$ cat config.mk
export PLATFORM = sky130hd
export DESIGN_NAME = phy_strap_config_loader
export DESIGN_NICKNAME = d
export VERILOG_FILES = /design/src/rtl/strap_pkg.sv /design/src/rtl/strap_sync.sv /design/src/rtl/strap_mode_decode.sv /design/src/rtl/phy_strap_config_loader.sv
export VERILOG_INCLUDE_DIRS = /design/src /design/src/rtl
export SDC_FILE = /design/constraint.sdc
export NUM_CORES = 1
export LEC_CHECK = 0
export BUFFER_PORTS_ARGS = -buffer_cell sky130_fd_sc_hd__buf_2
export CAP_MARGIN = 20
export CELL_PAD_IN_SITES_DETAIL_PLACEMENT = 1
export CELL_PAD_IN_SITES_GLOBAL_PLACEMENT = 2
export CORE_MARGIN = 2
export CORE_UTILIZATION = 31
export DETAILED_ROUTE_END_ITERATION = 8
export PLACE_DENSITY = 0.84
export SLEW_MARGIN = 20
export SYNTH_ARGS = -nofsm -noshare
export SYNTH_HDL_FRONTEND = slang
export SYNTH_SLANG_ARGS = --single-unit
$ cat constraint.sdc
create_clock -name clk_sys_in -period 4.2 [get_ports clk_sys_in]
set_input_delay 0.42 -clock clk_sys_in [delete_from_list [all_inputs] [get_ports clk_sys_in]]
set_output_delay 0.42 -clock clk_sys_in [all_outputs]
set_load 0.005 [all_outputs]
$ cat src/rtl/strap_defs.svh
// strap_defs.svh: register offsets, field positions, reset values, strap pin map
// assumes it is included by bare name into the files that need these macros
`ifndef STRAP_DEFS_SVH
`define STRAP_DEFS_SVH
// register byte offsets
`define REG_CONTROL 8'h00
`define REG_ADVERT 8'h04
`define REG_EXT_SETUP 8'h08
`define REG_STRAP_STATUS 8'h0C
// control register fields
`define CTL_SOFT_RST 15
`define CTL_SPEED 13
`define CTL_AN_EN 12
`define CTL_PWR_DOWN 11
`define CTL_ISOLATE 10
`define CTL_DUPLEX 8
`define CTL_WMASK 16'hBD00
`define CTL_RST 16'h0000
// advertisement field, bits 8:5
`define ADV_LSB 5
`define ADV_WMASK 16'h01E0
`define ADV_RST 16'h01E0
// extended setup register fields
`define EXT_ADDR_LSB 0
`define EXT_MODE_LSB 5
`define EXT_IFTYPE 14
`define EXT_WMASK 16'h00FF
`define EXT_RST 16'h0000
// shared pin positions
`define PIN_ADDR0 0
`define PIN_ADDR1 1
`define PIN_ADDR2 2
`define PIN_MODE0 3
`define PIN_MODE2 5
`define PIN_IFSEL 6
`define NUM_SHARED_PINS 7
// control patterns on bits 13,12,10,8 and advert patterns per mode
`define CTL4_M0 4'h0
`define CTL4_M1 4'h1
`define CTL4_M2 4'h8
`define CTL4_M3 4'h9
`define CTL4_M4 4'hC
`define CTL4_M7 4'hD
`define ADV4_M4 4'h4
`define ADV4_M7 4'hF
// bus answers
`define RESP_OKAY 2'h0
`define RESP_SLVERR 2'h2
`endif

$ cat src/rtl/strap_pkg.sv
// strap_pkg: types shared by the strap loader files
// assumes strap_defs.svh supplies the numeric constants
package strap_pkg;
  typedef logic [2:0] strap_mode_t;
  typedef logic [3:0] ctl_pattern_t;
  typedef enum logic {LD_HELD, LD_RUN} load_state_t;
endpackage : strap_pkg

$ cat src/rtl/strap_sync.sv
// strap_sync: two flip-flop synchroniser for pins from outside the clock domain
// assumes a synchronous active-low reset on the same clock
`timescale 1ns/1ps
`default_nettype none
module strap_sync #(
  parameter int W = 1,
  parameter logic [W-1:0] RST_VAL = '0
)(
  // clock and reset
  input wire logic clk_sys_in,
  input wire logic hardware_reset_pin_in,
  // asynchronous level in, synchronised level out
  input wire logic [W-1:0] async_in,
  output logic [W-1:0] sync_out
);
  logic [W-1:0] meta;

  // first stage is read by the second stage only
  always_ff @(posedge clk_sys_in) begin
    if (!hardware_reset_pin_in) begin
      meta <= RST_VAL;
      sync_out <= RST_VAL;
    end else begin
      meta <= async_in;
      sync_out <= meta;
    end
  end
endmodule : strap_sync
`default_nettype wire

$ cat src/rtl/strap_mode_decode.sv
// strap_mode_decode: maps a three-bit mode value to default register loads
// assumes the caller applies the outputs only at a load event
`timescale 1ns/1ps
`default_nettype none
`include "strap_defs.svh"
module strap_mode_decode
  import strap_pkg::*;
(
  // mode value
  input wire strap_mode_t mode_in,
  // decoded defaults
  output ctl_pattern_t ctl4_out,
  output logic adv_load_out,
  output logic [3:0] adv4_out,
  output logic crs_on_tx_out,
  output logic repeater_out,
  output logic pwr_down_out
);
  // one row per mode; advert reloads its reset value where no load is defined
  always_comb begin
    ctl4_out = `CTL4_M0;
    adv_load_out = 1'b0;
    adv4_out = `ADV4_M4;
    crs_on_tx_out = 1'b1;
    repeater_out = 1'b0;
    pwr_down_out = 1'b0;
    case (mode_in)
      3'h0: ctl4_out = `CTL4_M0;
      3'h1: ctl4_out = `CTL4_M1;
      3'h2: ctl4_out = `CTL4_M2;
      3'h3: begin
        ctl4_out = `CTL4_M3;
        crs_on_tx_out = 1'b0;
      end
      3'h4: begin
        ctl4_out = `CTL4_M4;
        adv_load_out = 1'b1;
      end
      3'h5: begin
        ctl4_out = `CTL4_M4;
        adv_load_out = 1'b1;
        crs_on_tx_out = 1'b0;
        repeater_out = 1'b1;
      end
      3'h6: pwr_down_out = 1'b1;
      3'h7: begin
        ctl4_out = `CTL4_M7;
        adv_load_out = 1'b1;
        adv4_out = `ADV4_M7;
      end
      default: ctl4_out = `CTL4_M0;
    endcase
  end
endmodule : strap_mode_decode
`default_nettype wire

$ cat src/rtl/phy_strap_config_loader.sv
// phy_strap_config_loader: latches board straps at reset release and holds
// the control, advertisement and extended setup registers behind AXI4-Lite
// assumes hardware_reset_pin_in is the power-on reset and all pins arrive asynchronously
//
// The implementer's own choices: register access over AXI4-Lite and the placing of the registers.
`timescale 1ns/1ps
`default_nettype none
`include "strap_defs.svh"
module phy_strap_config_loader
  import strap_pkg::*;
#(
  parameter int AXI_ADDR_W = 8,
  parameter int NUM_PINS = `NUM_SHARED_PINS
)(
  // clock and power-on reset
  input wire logic clk_sys_in,
  input wire logic hardware_reset_pin_in,
  // board pins
  input wire logic hardware_reset_pin_n_in,
  input wire logic supplies_valid_in,
  input wire logic regulator_disable_strap_in,
  // shared receive pins
  input wire logic [NUM_PINS-1:0] shared_pin_in,
  output logic [NUM_PINS-1:0] shared_pin_out,
  output logic [NUM_PINS-1:0] shared_pin_oe_n_out,
  // receive path values to drive after reset
  input wire logic [NUM_PINS-1:0] rx_drive_in,
  // management frame address check
  input wire logic mgmt_frame_valid_in,
  input wire logic [4:0] mgmt_frame_addr_in,
  output logic mgmt_addr_match_out,
  // configuration towards the core
  output logic core_in_reset_out,
  output logic speed_100_out,
  output logic full_duplex_out,
  output logic autoneg_en_out,
  output logic isolate_out,
  output logic power_down_out,
  output logic [3:0] advert_out,
  output logic crs_on_tx_out,
  output logic repeater_out,
  output logic rmii_sel_out,
  output logic regulator_en_out,
  output logic [4:0] scrambler_seed_out,
  // axi4-lite write address and data
  input wire logic s_axi_awvalid_in,
  output logic s_axi_awready_out,
  input wire logic [AXI_ADDR_W-1:0] s_axi_awaddr_in,
  input wire logic s_axi_wvalid_in,
  output logic s_axi_wready_out,
  input wire logic [31:0] s_axi_wdata_in,
  input wire logic [3:0] s_axi_wstrb_in,
  // axi4-lite write response
  output logic s_axi_bvalid_out,
  input wire logic s_axi_bready_in,
  output logic [1:0] s_axi_bresp_out,
  // axi4-lite read
  input wire logic s_axi_arvalid_in,
  output logic s_axi_arready_out,
  input wire logic [AXI_ADDR_W-1:0] s_axi_araddr_in,
  output logic s_axi_rvalid_out,
  input wire logic s_axi_rready_in,
  output logic [31:0] s_axi_rdata_out,
  output logic [1:0] s_axi_rresp_out
);

  // place a four-bit pattern on control bits 13,12,10,8 plus power down
  function automatic logic [15:0] place_ctl(input ctl_pattern_t bits, input logic pdn);
    logic [15:0] r;
    r = `CTL_RST;
    r[`CTL_SPEED] = bits[3];
    r[`CTL_AN_EN] = bits[2];
    r[`CTL_ISOLATE] = bits[1];
    r[`CTL_DUPLEX] = bits[0];
    r[`CTL_PWR_DOWN] = pdn;
    return r;
  endfunction : place_ctl

  // byte-lane merge of a write, only bits in the mask change
  function automatic logic [15:0] merge_wr(input logic [15:0] old, input logic [31:0] data,
                                           input logic [3:0] strb, input logic [15:0] mask);
    logic [15:0] r;
    r = old;
    for (int i = 0; i < 2; i++) begin
      if (strb[i]) begin
        r[i*8 +: 8] = (old[i*8 +: 8] & ~mask[i*8 +: 8]) | (data[i*8 +: 8] & mask[i*8 +: 8]);
      end
    end
    return r;
  endfunction : merge_wr

  // advert field with a new four-bit value
  function automatic logic [15:0] place_adv(input logic load, input logic [3:0] bits);
    logic [15:0] r;
    r = `ADV_RST;
    if (load) begin
      r[`ADV_LSB +: 4] = bits;
    end
    return r;
  endfunction : place_adv

  // synchronised pins
  logic [NUM_PINS-1:0] pin_sync;
  logic hw_pin_sync;
  logic supplies_sync;
  logic regulator_disable_strap_sync;

  // register state
  load_state_t ld_state;
  load_state_t next_ld_state;
  logic [15:0] ctl;
  logic [15:0] adv;
  logic [15:0] ext;
  logic [15:0] next_ctl;
  logic [15:0] next_adv;
  logic [15:0] next_ext;
  logic [2:0] addr_latch;
  logic [2:0] mode_latch;
  logic ifsel_latch;
  logic reg_sampled;

  // bus state
  logic aw_hold;
  logic w_hold;
  logic [AXI_ADDR_W-1:0] aw_addr;
  logic [31:0] w_data;
  logic [3:0] w_strb;

  strap_sync #(.W(NUM_PINS), .RST_VAL('0)) u_pin_sync (
    .clk_sys_in(clk_sys_in),
    .hardware_reset_pin_in(hardware_reset_pin_in),
    .async_in(shared_pin_in),
    .sync_out(pin_sync)
  );

  strap_sync #(.W(3), .RST_VAL(3'h0)) u_ctl_sync (
    .clk_sys_in(clk_sys_in),
    .hardware_reset_pin_in(hardware_reset_pin_in),
    .async_in({hardware_reset_pin_n_in, supplies_valid_in, regulator_disable_strap_in}),
    .sync_out({hw_pin_sync, supplies_sync, regulator_disable_strap_sync})
  );

  // strap decode, used at hardware reset release
  ctl_pattern_t strap_ctl4;
  logic strap_adv_ld;
  logic [3:0] strap_adv4;
  logic strap_crs_tx;
  logic strap_rep;
  logic strap_pdn;
  strap_mode_decode u_strap_dec (
    .mode_in(pin_sync[`PIN_MODE2:`PIN_MODE0]),
    .ctl4_out(strap_ctl4),
    .adv_load_out(strap_adv_ld),
    .adv4_out(strap_adv4),
    .crs_on_tx_out(strap_crs_tx),
    .repeater_out(strap_rep),
    .pwr_down_out(strap_pdn)
  );

  // register-field decode, used at soft reset
  ctl_pattern_t field_ctl4;
  logic field_adv_ld;
  logic [3:0] field_adv4;
  logic field_crs_tx;
  logic field_rep;
  logic field_pdn;
  strap_mode_decode u_field_dec (
    .mode_in(ext[`EXT_MODE_LSB +: 3]),
    .ctl4_out(field_ctl4),
    .adv_load_out(field_adv_ld),
    .adv4_out(field_adv4),
    .crs_on_tx_out(field_crs_tx),
    .repeater_out(field_rep),
    .pwr_down_out(field_pdn)
  );

  // load events and bus decode
  wire release_evt = (ld_state == LD_HELD) && hw_pin_sync;
  wire wr_fire = aw_hold && w_hold && !s_axi_bvalid_out;
  wire wr_ctl = wr_fire && (aw_addr == `REG_CONTROL);
  wire wr_adv = wr_fire && (aw_addr == `REG_ADVERT);
  wire wr_ext = wr_fire && (aw_addr == `REG_EXT_SETUP);
  wire wr_sts = wr_fire && (aw_addr == `REG_STRAP_STATUS);
  wire wr_hit = wr_ctl || wr_adv || wr_ext || wr_sts;
  wire soft_rst = wr_ctl && w_strb[1] && w_data[`CTL_SOFT_RST];
  wire rd_take = s_axi_arvalid_in && s_axi_arready_out;
  wire [15:0] status_word = {4'h0, regulator_en_out, reg_sampled, crs_on_tx_out, repeater_out,
                             ifsel_latch, mode_latch, addr_latch, ld_state == LD_RUN};
  // byte lane bits of the read address are ignored, as on the write side
  wire [AXI_ADDR_W-1:0] ar_word = s_axi_araddr_in & {{(AXI_ADDR_W-2){1'b1}}, 2'b00};
  wire rd_ctl = ar_word == `REG_CONTROL;
  wire rd_adv = ar_word == `REG_ADVERT;
  wire rd_ext = ar_word == `REG_EXT_SETUP;
  wire rd_sts = ar_word == `REG_STRAP_STATUS;
  wire rd_hit = rd_ctl || rd_adv || rd_ext || rd_sts;
  wire [15:0] rd_word = rd_ctl ? ctl : rd_adv ? adv : rd_ext ? ext : rd_sts ? status_word : 16'h0000;
  wire [15:0] strap_ext = {1'b0, pin_sync[`PIN_IFSEL], 6'h00, pin_sync[`PIN_MODE2:`PIN_MODE0],
                           2'h0, pin_sync[`PIN_ADDR2:`PIN_ADDR0]};

  // load sequence: held while the reset pin is low, running after release
  always_comb begin
    next_ld_state = ld_state;
    case (ld_state)
      LD_HELD: if (hw_pin_sync) next_ld_state = LD_RUN;
      LD_RUN: if (!hw_pin_sync) next_ld_state = LD_HELD;
      default: next_ld_state = LD_HELD;
    endcase
  end

  // register next values; strap load, then soft reset, then host writes
  always_comb begin
    next_ctl = ctl;
    next_adv = adv;
    next_ext = ext;
    if (ld_state == LD_HELD) begin
      next_ctl = `CTL_RST;
      next_adv = `ADV_RST;
      next_ext = `EXT_RST;
      if (release_evt) begin
        next_ctl = place_ctl(strap_ctl4, strap_pdn);
        next_adv = place_adv(strap_adv_ld, strap_adv4);
        next_ext = strap_ext;
      end
    end else if (soft_rst) begin
      // address, mode and interface fields survive; the rest reload from the mode field
      next_ctl = place_ctl(field_ctl4, field_pdn);
      next_adv = place_adv(field_adv_ld, field_adv4);
    end else begin
      if (wr_ctl) next_ctl = merge_wr(ctl, w_data, w_strb, `CTL_WMASK & 16'h7FFF);
      if (wr_adv) next_adv = merge_wr(adv, w_data, w_strb, `ADV_WMASK);
      if (wr_ext) next_ext = merge_wr(ext, w_data, w_strb, `EXT_WMASK);
    end
  end

  // load state and configuration registers
  always_ff @(posedge clk_sys_in) begin
    if (!hardware_reset_pin_in) begin
      ld_state <= LD_HELD;
      ctl <= `CTL_RST;
      adv <= `ADV_RST;
      ext <= `EXT_RST;
    end else begin
      ld_state <= next_ld_state;
      ctl <= next_ctl;
      adv <= next_adv;
      ext <= next_ext;
    end
  end

  // latched strap copies; only a new release can change them
  always_ff @(posedge clk_sys_in) begin
    if (!hardware_reset_pin_in) begin
      addr_latch <= 3'h0;
      mode_latch <= 3'h0;
      ifsel_latch <= 1'b0;
    end else if (release_evt) begin
      addr_latch <= pin_sync[`PIN_ADDR2:`PIN_ADDR0];
      mode_latch <= pin_sync[`PIN_MODE2:`PIN_MODE0];
      ifsel_latch <= pin_sync[`PIN_IFSEL];
    end
  end

  // carrier sense and repeater flags follow whichever load happened last
  always_ff @(posedge clk_sys_in) begin
    if (!hardware_reset_pin_in) begin
      crs_on_tx_out <= 1'b1;
      repeater_out <= 1'b0;
    end else if (release_evt) begin
      crs_on_tx_out <= strap_crs_tx;
      repeater_out <= strap_rep;
    end else if (ld_state == LD_RUN && soft_rst) begin
      crs_on_tx_out <= field_crs_tx;
      repeater_out <= field_rep;
    end
  end

  // regulator strap is taken once per power-on, never at a pin reset
  always_ff @(posedge clk_sys_in) begin
    if (!hardware_reset_pin_in) begin
      reg_sampled <= 1'b0;
      regulator_en_out <= 1'b1;
    end else if (supplies_sync && !reg_sampled) begin
      reg_sampled <= 1'b1;
      regulator_en_out <= !regulator_disable_strap_sync;
    end
  end

  // shared pins float while held so the board pulls can be read
  always_ff @(posedge clk_sys_in) begin
    if (!hardware_reset_pin_in) begin
      shared_pin_out <= '0;
      shared_pin_oe_n_out <= '1;
      core_in_reset_out <= 1'b1;
    end else begin
      shared_pin_out <= rx_drive_in;
      shared_pin_oe_n_out <= {NUM_PINS{next_ld_state == LD_HELD}};
      core_in_reset_out <= next_ld_state == LD_HELD;
    end
  end

  // management frames are only claimed at the configured address
  always_ff @(posedge clk_sys_in) begin
    if (!hardware_reset_pin_in) begin
      mgmt_addr_match_out <= 1'b0;
    end else begin
      mgmt_addr_match_out <= (ld_state == LD_RUN) && mgmt_frame_valid_in &&
                             (mgmt_frame_addr_in == ext[`EXT_ADDR_LSB +: 5]);
    end
  end

  // core-facing configuration comes straight from the register flops
  assign speed_100_out = ctl[`CTL_SPEED];
  assign full_duplex_out = ctl[`CTL_DUPLEX];
  assign autoneg_en_out = ctl[`CTL_AN_EN];
  assign isolate_out = ctl[`CTL_ISOLATE];
  assign power_down_out = ctl[`CTL_PWR_DOWN];
  assign advert_out = adv[`ADV_LSB +: 4];
  assign rmii_sel_out = ext[`EXT_IFTYPE];
  assign scrambler_seed_out = ext[`EXT_ADDR_LSB +: 5];

  // write address and data are taken in either order and held until answered
  always_ff @(posedge clk_sys_in) begin
    if (!hardware_reset_pin_in) begin
      aw_hold <= 1'b0;
      aw_addr <= '0;
    end else if (s_axi_awvalid_in && s_axi_awready_out) begin
      aw_hold <= 1'b1;
      aw_addr <= s_axi_awaddr_in & {{(AXI_ADDR_W-2){1'b1}}, 2'b00};
    end else if (s_axi_bvalid_out && s_axi_bready_in) begin
      aw_hold <= 1'b0;
    end
  end

  always_ff @(posedge clk_sys_in) begin
    if (!hardware_reset_pin_in) begin
      w_hold <= 1'b0;
      w_data <= 32'h0000_0000;
      w_strb <= 4'h0;
    end else if (s_axi_wvalid_in && s_axi_wready_out) begin
      w_hold <= 1'b1;
      w_data <= s_axi_wdata_in;
      w_strb <= s_axi_wstrb_in;
    end else if (s_axi_bvalid_out && s_axi_bready_in) begin
      w_hold <= 1'b0;
    end
  end

  // ready is low while an item is held; reopens after the response is taken
  always_ff @(posedge clk_sys_in) begin
    if (!hardware_reset_pin_in) begin
      s_axi_awready_out <= 1'b0;
      s_axi_wready_out <= 1'b0;
    end else begin
      s_axi_awready_out <= !(aw_hold || (s_axi_awvalid_in && s_axi_awready_out)) ||
                           (s_axi_bvalid_out && s_axi_bready_in);
      s_axi_wready_out <= !(w_hold || (s_axi_wvalid_in && s_axi_wready_out)) ||
                          (s_axi_bvalid_out && s_axi_bready_in);
    end
  end

  // write response; unmapped offsets answer slave error and change nothing
  always_ff @(posedge clk_sys_in) begin
    if (!hardware_reset_pin_in) begin
      s_axi_bvalid_out <= 1'b0;
      s_axi_bresp_out <= `RESP_OKAY;
    end else if (wr_fire) begin
      s_axi_bvalid_out <= 1'b1;
      s_axi_bresp_out <= wr_hit ? `RESP_OKAY : `RESP_SLVERR;
    end else if (s_axi_bready_in) begin
      s_axi_bvalid_out <= 1'b0;
    end
  end

  // read channel: one read at a time, data one cycle after the address
  always_ff @(posedge clk_sys_in) begin
    if (!hardware_reset_pin_in) begin
      s_axi_arready_out <= 1'b0;
      s_axi_rvalid_out <= 1'b0;
      s_axi_rdata_out <= 32'h0000_0000;
      s_axi_rresp_out <= `RESP_OKAY;
    end else if (rd_take) begin
      s_axi_arready_out <= 1'b0;
      s_axi_rvalid_out <= 1'b1;
      s_axi_rdata_out <= {16'h0000, rd_word};
      s_axi_rresp_out <= rd_hit ? `RESP_OKAY : `RESP_SLVERR;
    end else if (s_axi_rvalid_out && s_axi_rready_in) begin
      s_axi_rvalid_out <= 1'b0;
      s_axi_arready_out <= 1'b1;
    end else if (!s_axi_rvalid_out) begin
      s_axi_arready_out <= 1'b1;
    end
  end

endmodule : phy_strap_config_loader
`default_nettype wire

# Word-level counts from Yosys, hierarchy flattened
# Index checks and enable logic that the tools add are counted.
dict set report op_classes {
  n_eq_ne 30
  muxes 50
  bitwise 6
  reduce_logical 51
}
# op n
set ops {}
lappend ops {{16-bit two-way mux} 11}
lappend ops {{8-bit two-way mux} 5}
lappend ops {{4-bit case mux with 5 select lines} 2}
lappend ops {{3-bit equality test, second input constant} 8}
lappend ops {{6-bit by 2-bit equality test with 1-bit output, second input constant} 4}
lappend ops {{1-bit two-way mux} 22}
lappend ops {{1-bit logical AND} 18}
lappend ops {{8-bit logical NOT} 2}
lappend ops {{4-bit two-way mux} 4}
lappend ops {{15-bit two-way mux} 1}
lappend ops {{14-bit two-way mux} 1}
lappend ops {{3-bit by 2-bit equality test with 1-bit output, second input constant} 4}
lappend ops {{6-bit by 1-bit equality test with 1-bit output, second input constant} 2}
lappend ops {{12-bit two-way mux} 1}
lappend ops {{3-bit by 1-bit inequality test with 1-bit output, second input constant} 4}
lappend ops {{1-bit logical OR} 10}
lappend ops {{2-bit nonzero test} 5}
lappend ops {{2-bit OR reduction} 5}
lappend ops {{9-bit two-way mux} 1}
lappend ops {{2-bit by 1-bit inequality test with 1-bit output, second input constant} 4}
lappend ops {{5-bit by 8-bit OR with 8-bit output} 1}
lappend ops {{8-bit by 1-bit OR with 8-bit output} 1}
lappend ops {{8-bit by 6-bit OR with 8-bit output} 1}
lappend ops {{3-bit by 1-bit equality test with 1-bit output, second input constant} 2}
lappend ops {{other kinds (8)} 18}
dict set report totals {
  input_bits 82
  word_cells 172
  register_bits 141
}

# Depth between registers and ports, before layout
dict set report logic_depth {
  word_depth 8
  depth_mapped 5
  ltp_nobuf 4
}

# Modules after synthesis
# From an unflattened synthesis, not the netlist that was laid out.
dict set report unflattened {
  hier_cells 496
  hier_area_um2 4491.8
}
# module seq_area_each_um2 area_each_um2 n_inst cells_each
set by_module_without_submodules {}
lappend by_module_without_submodules {phy_strap_config_loader 1701.6 3722.3 1 417}
lappend by_module_without_submodules {{strap_sync (u_pin_sync)} 280.3 391.6 1 29}
lappend by_module_without_submodules {strap_mode_decode 0.0 110.1 2 19}
lappend by_module_without_submodules {{strap_sync (u_ctl_sync)} 120.1 157.7 1 12}

# Worst setup path before layout
# No wires, ideal clock.
dict set report synth_path {
  kind {input port to flip-flop}
  from {input port s_axi_araddr_in[7]}
  to {register s_axi_rdata_out[5]}
  arrival_ps 1683
  setup_time_ps 62
  stages 4
  path_slack_ps 2455
  n_path_buf 1
  cell_sequence {or4_1 clkbuf_1 nor4b_1 a32o_1}
}
dict set report synth_between {
  elab_chain_len 5
  word_cells_on_any_way 8
}
# item line
set synth_lines {}
lappend synth_lines {{start: declaration} phy_strap_config_loader.sv:60} ;# input wire logic [AXI_ADDR_W-1:0] s_axi_araddr_in,
lappend synth_lines {{6-bit by 2-bit equality test with 1-bit output (no source line)} --}
lappend synth_lines {{12-bit two-way mux} phy_strap_config_loader.sv:196} ;# wire [15:0] rd_word = rd_ctl ? ctl : rd_adv ? adv : rd_ext ? ext : rd_sts ? status_word : 16'h0000;
lappend synth_lines {{16-bit two-way mux (2 in series)} phy_strap_config_loader.sv:196}
lappend synth_lines {{16-bit two-way mux (*)} phy_strap_config_loader.sv:196}
lappend synth_lines {{end signal: assignment} phy_strap_config_loader.sv:384} ;# s_axi_rdata_out <= {16'h0000, rd_word};
lappend synth_lines {{end: declaration} phy_strap_config_loader.sv:63} ;# output logic [31:0] s_axi_rdata_out,
# Mark *: on every way between the ends. The rest lies on a longest branch, timed or not.
# A chain may end at the register's enable or synchronous reset.

# Worst setup path after layout
dict set report layout_path {
  from {register aw_addr[4]}
  to {register ctl[8]}
}
dict set report layout_between {
  elab_chain_len 6
  word_cells_on_any_way 9
}
# item line
set layout_lines {}
lappend layout_lines {{start: declaration} phy_strap_config_loader.sv:125} ;# logic [AXI_ADDR_W-1:0] aw_addr;
lappend layout_lines {{start signal: assignment} phy_strap_config_loader.sv:328} ;# aw_addr <= s_axi_awaddr_in & {{(AXI_ADDR_W-2){1'b1}}, 2'b00};
lappend layout_lines {{8-bit logical NOT (no source line) (*)} --}
lappend layout_lines {{1-bit logical AND (*)} phy_strap_config_loader.sv:180} ;# wire wr_ctl = wr_fire && (aw_addr == `REG_CONTROL);
lappend layout_lines {{1-bit logical AND (2 in series)} phy_strap_config_loader.sv:185} ;# wire soft_rst = wr_ctl && w_strb[1] && w_data[`CTL_SOFT_RST];
lappend layout_lines {{3-bit by 1-bit inequality test with 1-bit output (no source line) or 16-bit two-way mux (tied branches)} --}
lappend layout_lines {{2-bit AND reduction (no source line) or 16-bit two-way mux (tied branches)} --}
lappend layout_lines {{end signal: assignment} phy_strap_config_loader.sv:239} ;# ctl <= `CTL_RST;
lappend layout_lines {{end signal: assignment} phy_strap_config_loader.sv:244} ;# ctl <= next_ctl;
lappend layout_lines {{end: declaration} phy_strap_config_loader.sv:111} ;# logic [15:0] ctl;
# Marked as above.

==> flow_summary.ini <==
[outcome]
status = completed

[synthesis]
synth_ff_type = dfxtp_1
ys_top_cells_by_count = dfxtp_1 (105), nand2_1 (75), a21boi_0 (34)
ys_seq_elements = 105
synth-edff-count = 0
synth_cells = 476
yosys.cell_types.count = 58
yosysWarnings = 0
seq_area_frac_synth_pct = 47.7
yosys.area.top_type = dfxtp_1
avgSynthCellArea_um2 = 9.27
synth_area_leaders = dfxtp_1 (48%), nand2_1 (6.4%), a21boi_0 (5.8%)
yosysMostFrequentCell = dfxtp_1
synth-async-reset-ratio_pct = 0
synth_top_area_share_pct = 47.7
syn-cell-area_um2 = 4410

[timing]
relSlewSlack_pct = 48.2
hold_viol = 0
hold_slack_ps = 273
fin_ws_ps = 2160
timing.final.crit_share_pct = 48.7
drv_slew = 0
worst-slew-pin-transition_ps = 775
fin_setup_tns_ps = 0
finalCriticalPeriod_ps = 2040
max_freq_mhz = 489
setup_viol = 0
final.setup_skew_ps = 5.22
rsz0062_at_grt = no

[placement]
numPortBuffers = 113
dp_slack_ps = 2080
globalplace.congestion = 0.789
dp_hpwl_um = 8670

[drt]
first_pass_iters = 7
via_per_inst = 4.87
wl_um = 11500
ant_nets = 0
vias = 3656
drt_drc_violations_left = 0
drtIter0Drc = 166
wire_per_inst_um = 15.4

[cts]
cts-root-buf = clkbuf_16
cts_hold_buf = 0
post_cts_buffers = 0
clkTransAtPathRegs_ps = 70
cts.sinks = 105
htree_num_levels = 3
cts_resized = 0
cts_buffers = 9
clock_path_buffers = 2
clock_latency_ps = 350
cts_tree = built

[finish]
drive_gt1_share_pct = 24.6
syn2layout_area_growth_pct = 19.7
nNetsFinal = 647
diodes = 0

[critical_path]
end_kind = flop
crit_chain = nor4_1, nand2_1, o41a_1, a31oi_1
cp_data_required_time_ps = 4480
max_stage_delay_ps = 680
path_max_fanout = 5
crit_arrival_ps = 2320
regToRegSetupSlack_ps = 2160
startpoint_type = flop
crit_slowest_cell = nor4_1
critPathKind = flop to flop

[global_route]
overflow = 0
grt_pass1_wl_um = 18000
first_global_vias = 3517
antenna_found_initial = 0
grt_usage_pct = 15.5
grt_start_max_net_pins = 65

[power]
ir_drop_mv = 0.285
power.density_nw_per_um2 = 402
power.total_uw = 2120
p_leak_uw = 0.00208

[die]
dieArea_um2 = 15200
die_h_um = 123
die_w_um = 123
initial_core_util_pct = 31.8
num_rows = 43
pin_count = 157
core_um2 = 13900

[hold_path]
hold_path_class = primary input to flop

[job]
max-cap-violations = 0
[registers in the layout, summed over array words and instances (netlist names), 2 cells and up]
signal and cells:
ext 9, u_ctl_sync.meta 3, w_strb 2, adv 4, u_ctl_sync.sync_out 3, ctl 5
mode_latch 3, addr_latch 3, s_axi_rdata_out 15, shared_pin_out 7, u_pin_sync.meta 7, u_pin_sync.sync_out 7
aw_addr 6, w_data 14
[metal layers]
metal | track usage, % | wire length, µm
met2 | 26.8 | 5630
met1 | 19.0 | 5060
met5 | 0 | 0
met4 | 3.98 | 112
met3 | 4.20 | 716
[cells in the final DEF (no fill, tap or decap), drive strengths merged, types with 3 or more instances in the layout]
master,synthesis,routed
a21boi,34,34
a21oi,12,12
a222oi,5,5
a22o,3,3
a22oi,5,5
a31oi,8,8
a32o,3,3
a32oi,5,5
and2,32,32
buf,33,115
clkbuf,22,9
conb,1,19
dfxtp,105,105
inv,9,11
mux2i,5,5
nand2,75,75
nand2b,7,7
nand3,7,7
nand3b,4,4
nor2,4,4
nor2b,18,18
nor3,7,7
nor4,5,5
o211ai,4,4
o21ai,27,27
xnor2,5,5
[critical path, delay by kind of cell (launching register included)]
family,cells,cell delay (ps)
simple gates,2,980
flops,1,330
compound gates,2,660
[power by group]
| group | switching [µW] | internal, µW | total [µW] | leakage, µW |
|---|---|---|---|---|
| combinational | 87.5 | 68.7 | 156 | 0.00107 |
| clock | 384 | 527 | 912 | 0.000153 |
| sequential | 27.0 | 1030 | 1060 | 0.000858 |
| total | 499 | 1630 | 2120 | 0.00208 |
[per-stage QoR]
step / instance area [µm²] / instances / util (%)
after floorplan: 4480 / 494 / -
after global placement: 4950 / 734 / 35.7
after detailed placement: 4950 / 734 / 35.7
after CTS: 5280 / 750 / 38.0
after global routing: 5280 / 750 / 38.0
final: 5280 / 750 / 38.0
[cells by family after synthesis]
logic type	after synthesis	synth area share [%]
buffers and inverters	64	8.26
other	1	0.0850
AO/OA/AOI/OAI	121	19.9
XOR/XNOR	6	1.19
flip-flops	105	47.7
AND/OR/NAND/NOR	173	21.6
multiplexers	6	1.39
[final timing paths]
path / start / endpoint / cells past startpoint
setup / recovery: aw_addr[4] / ctl[8] / 4
hold / removal: supplies_valid_in / u_ctl_sync.meta[1] / 2
setup reg to reg: aw_addr[4] / ctl[8] / 4
hold reg to reg: u_pin_sync.meta[0] / u_pin_sync.sync_out[0] / 1
[area by class of cell]
type / count / area, µm²
sequential: 105 / 2100
clock buffer: 9 / 225
fill: 1652 / 8600
timing repair buffer: 115 / 581
tap: 180 / 225
multi-input combinational: 325 / 2010
inverter: 9 / 33.8
clock inverter: 7 / 101
(Power assumes the default switching activity.)
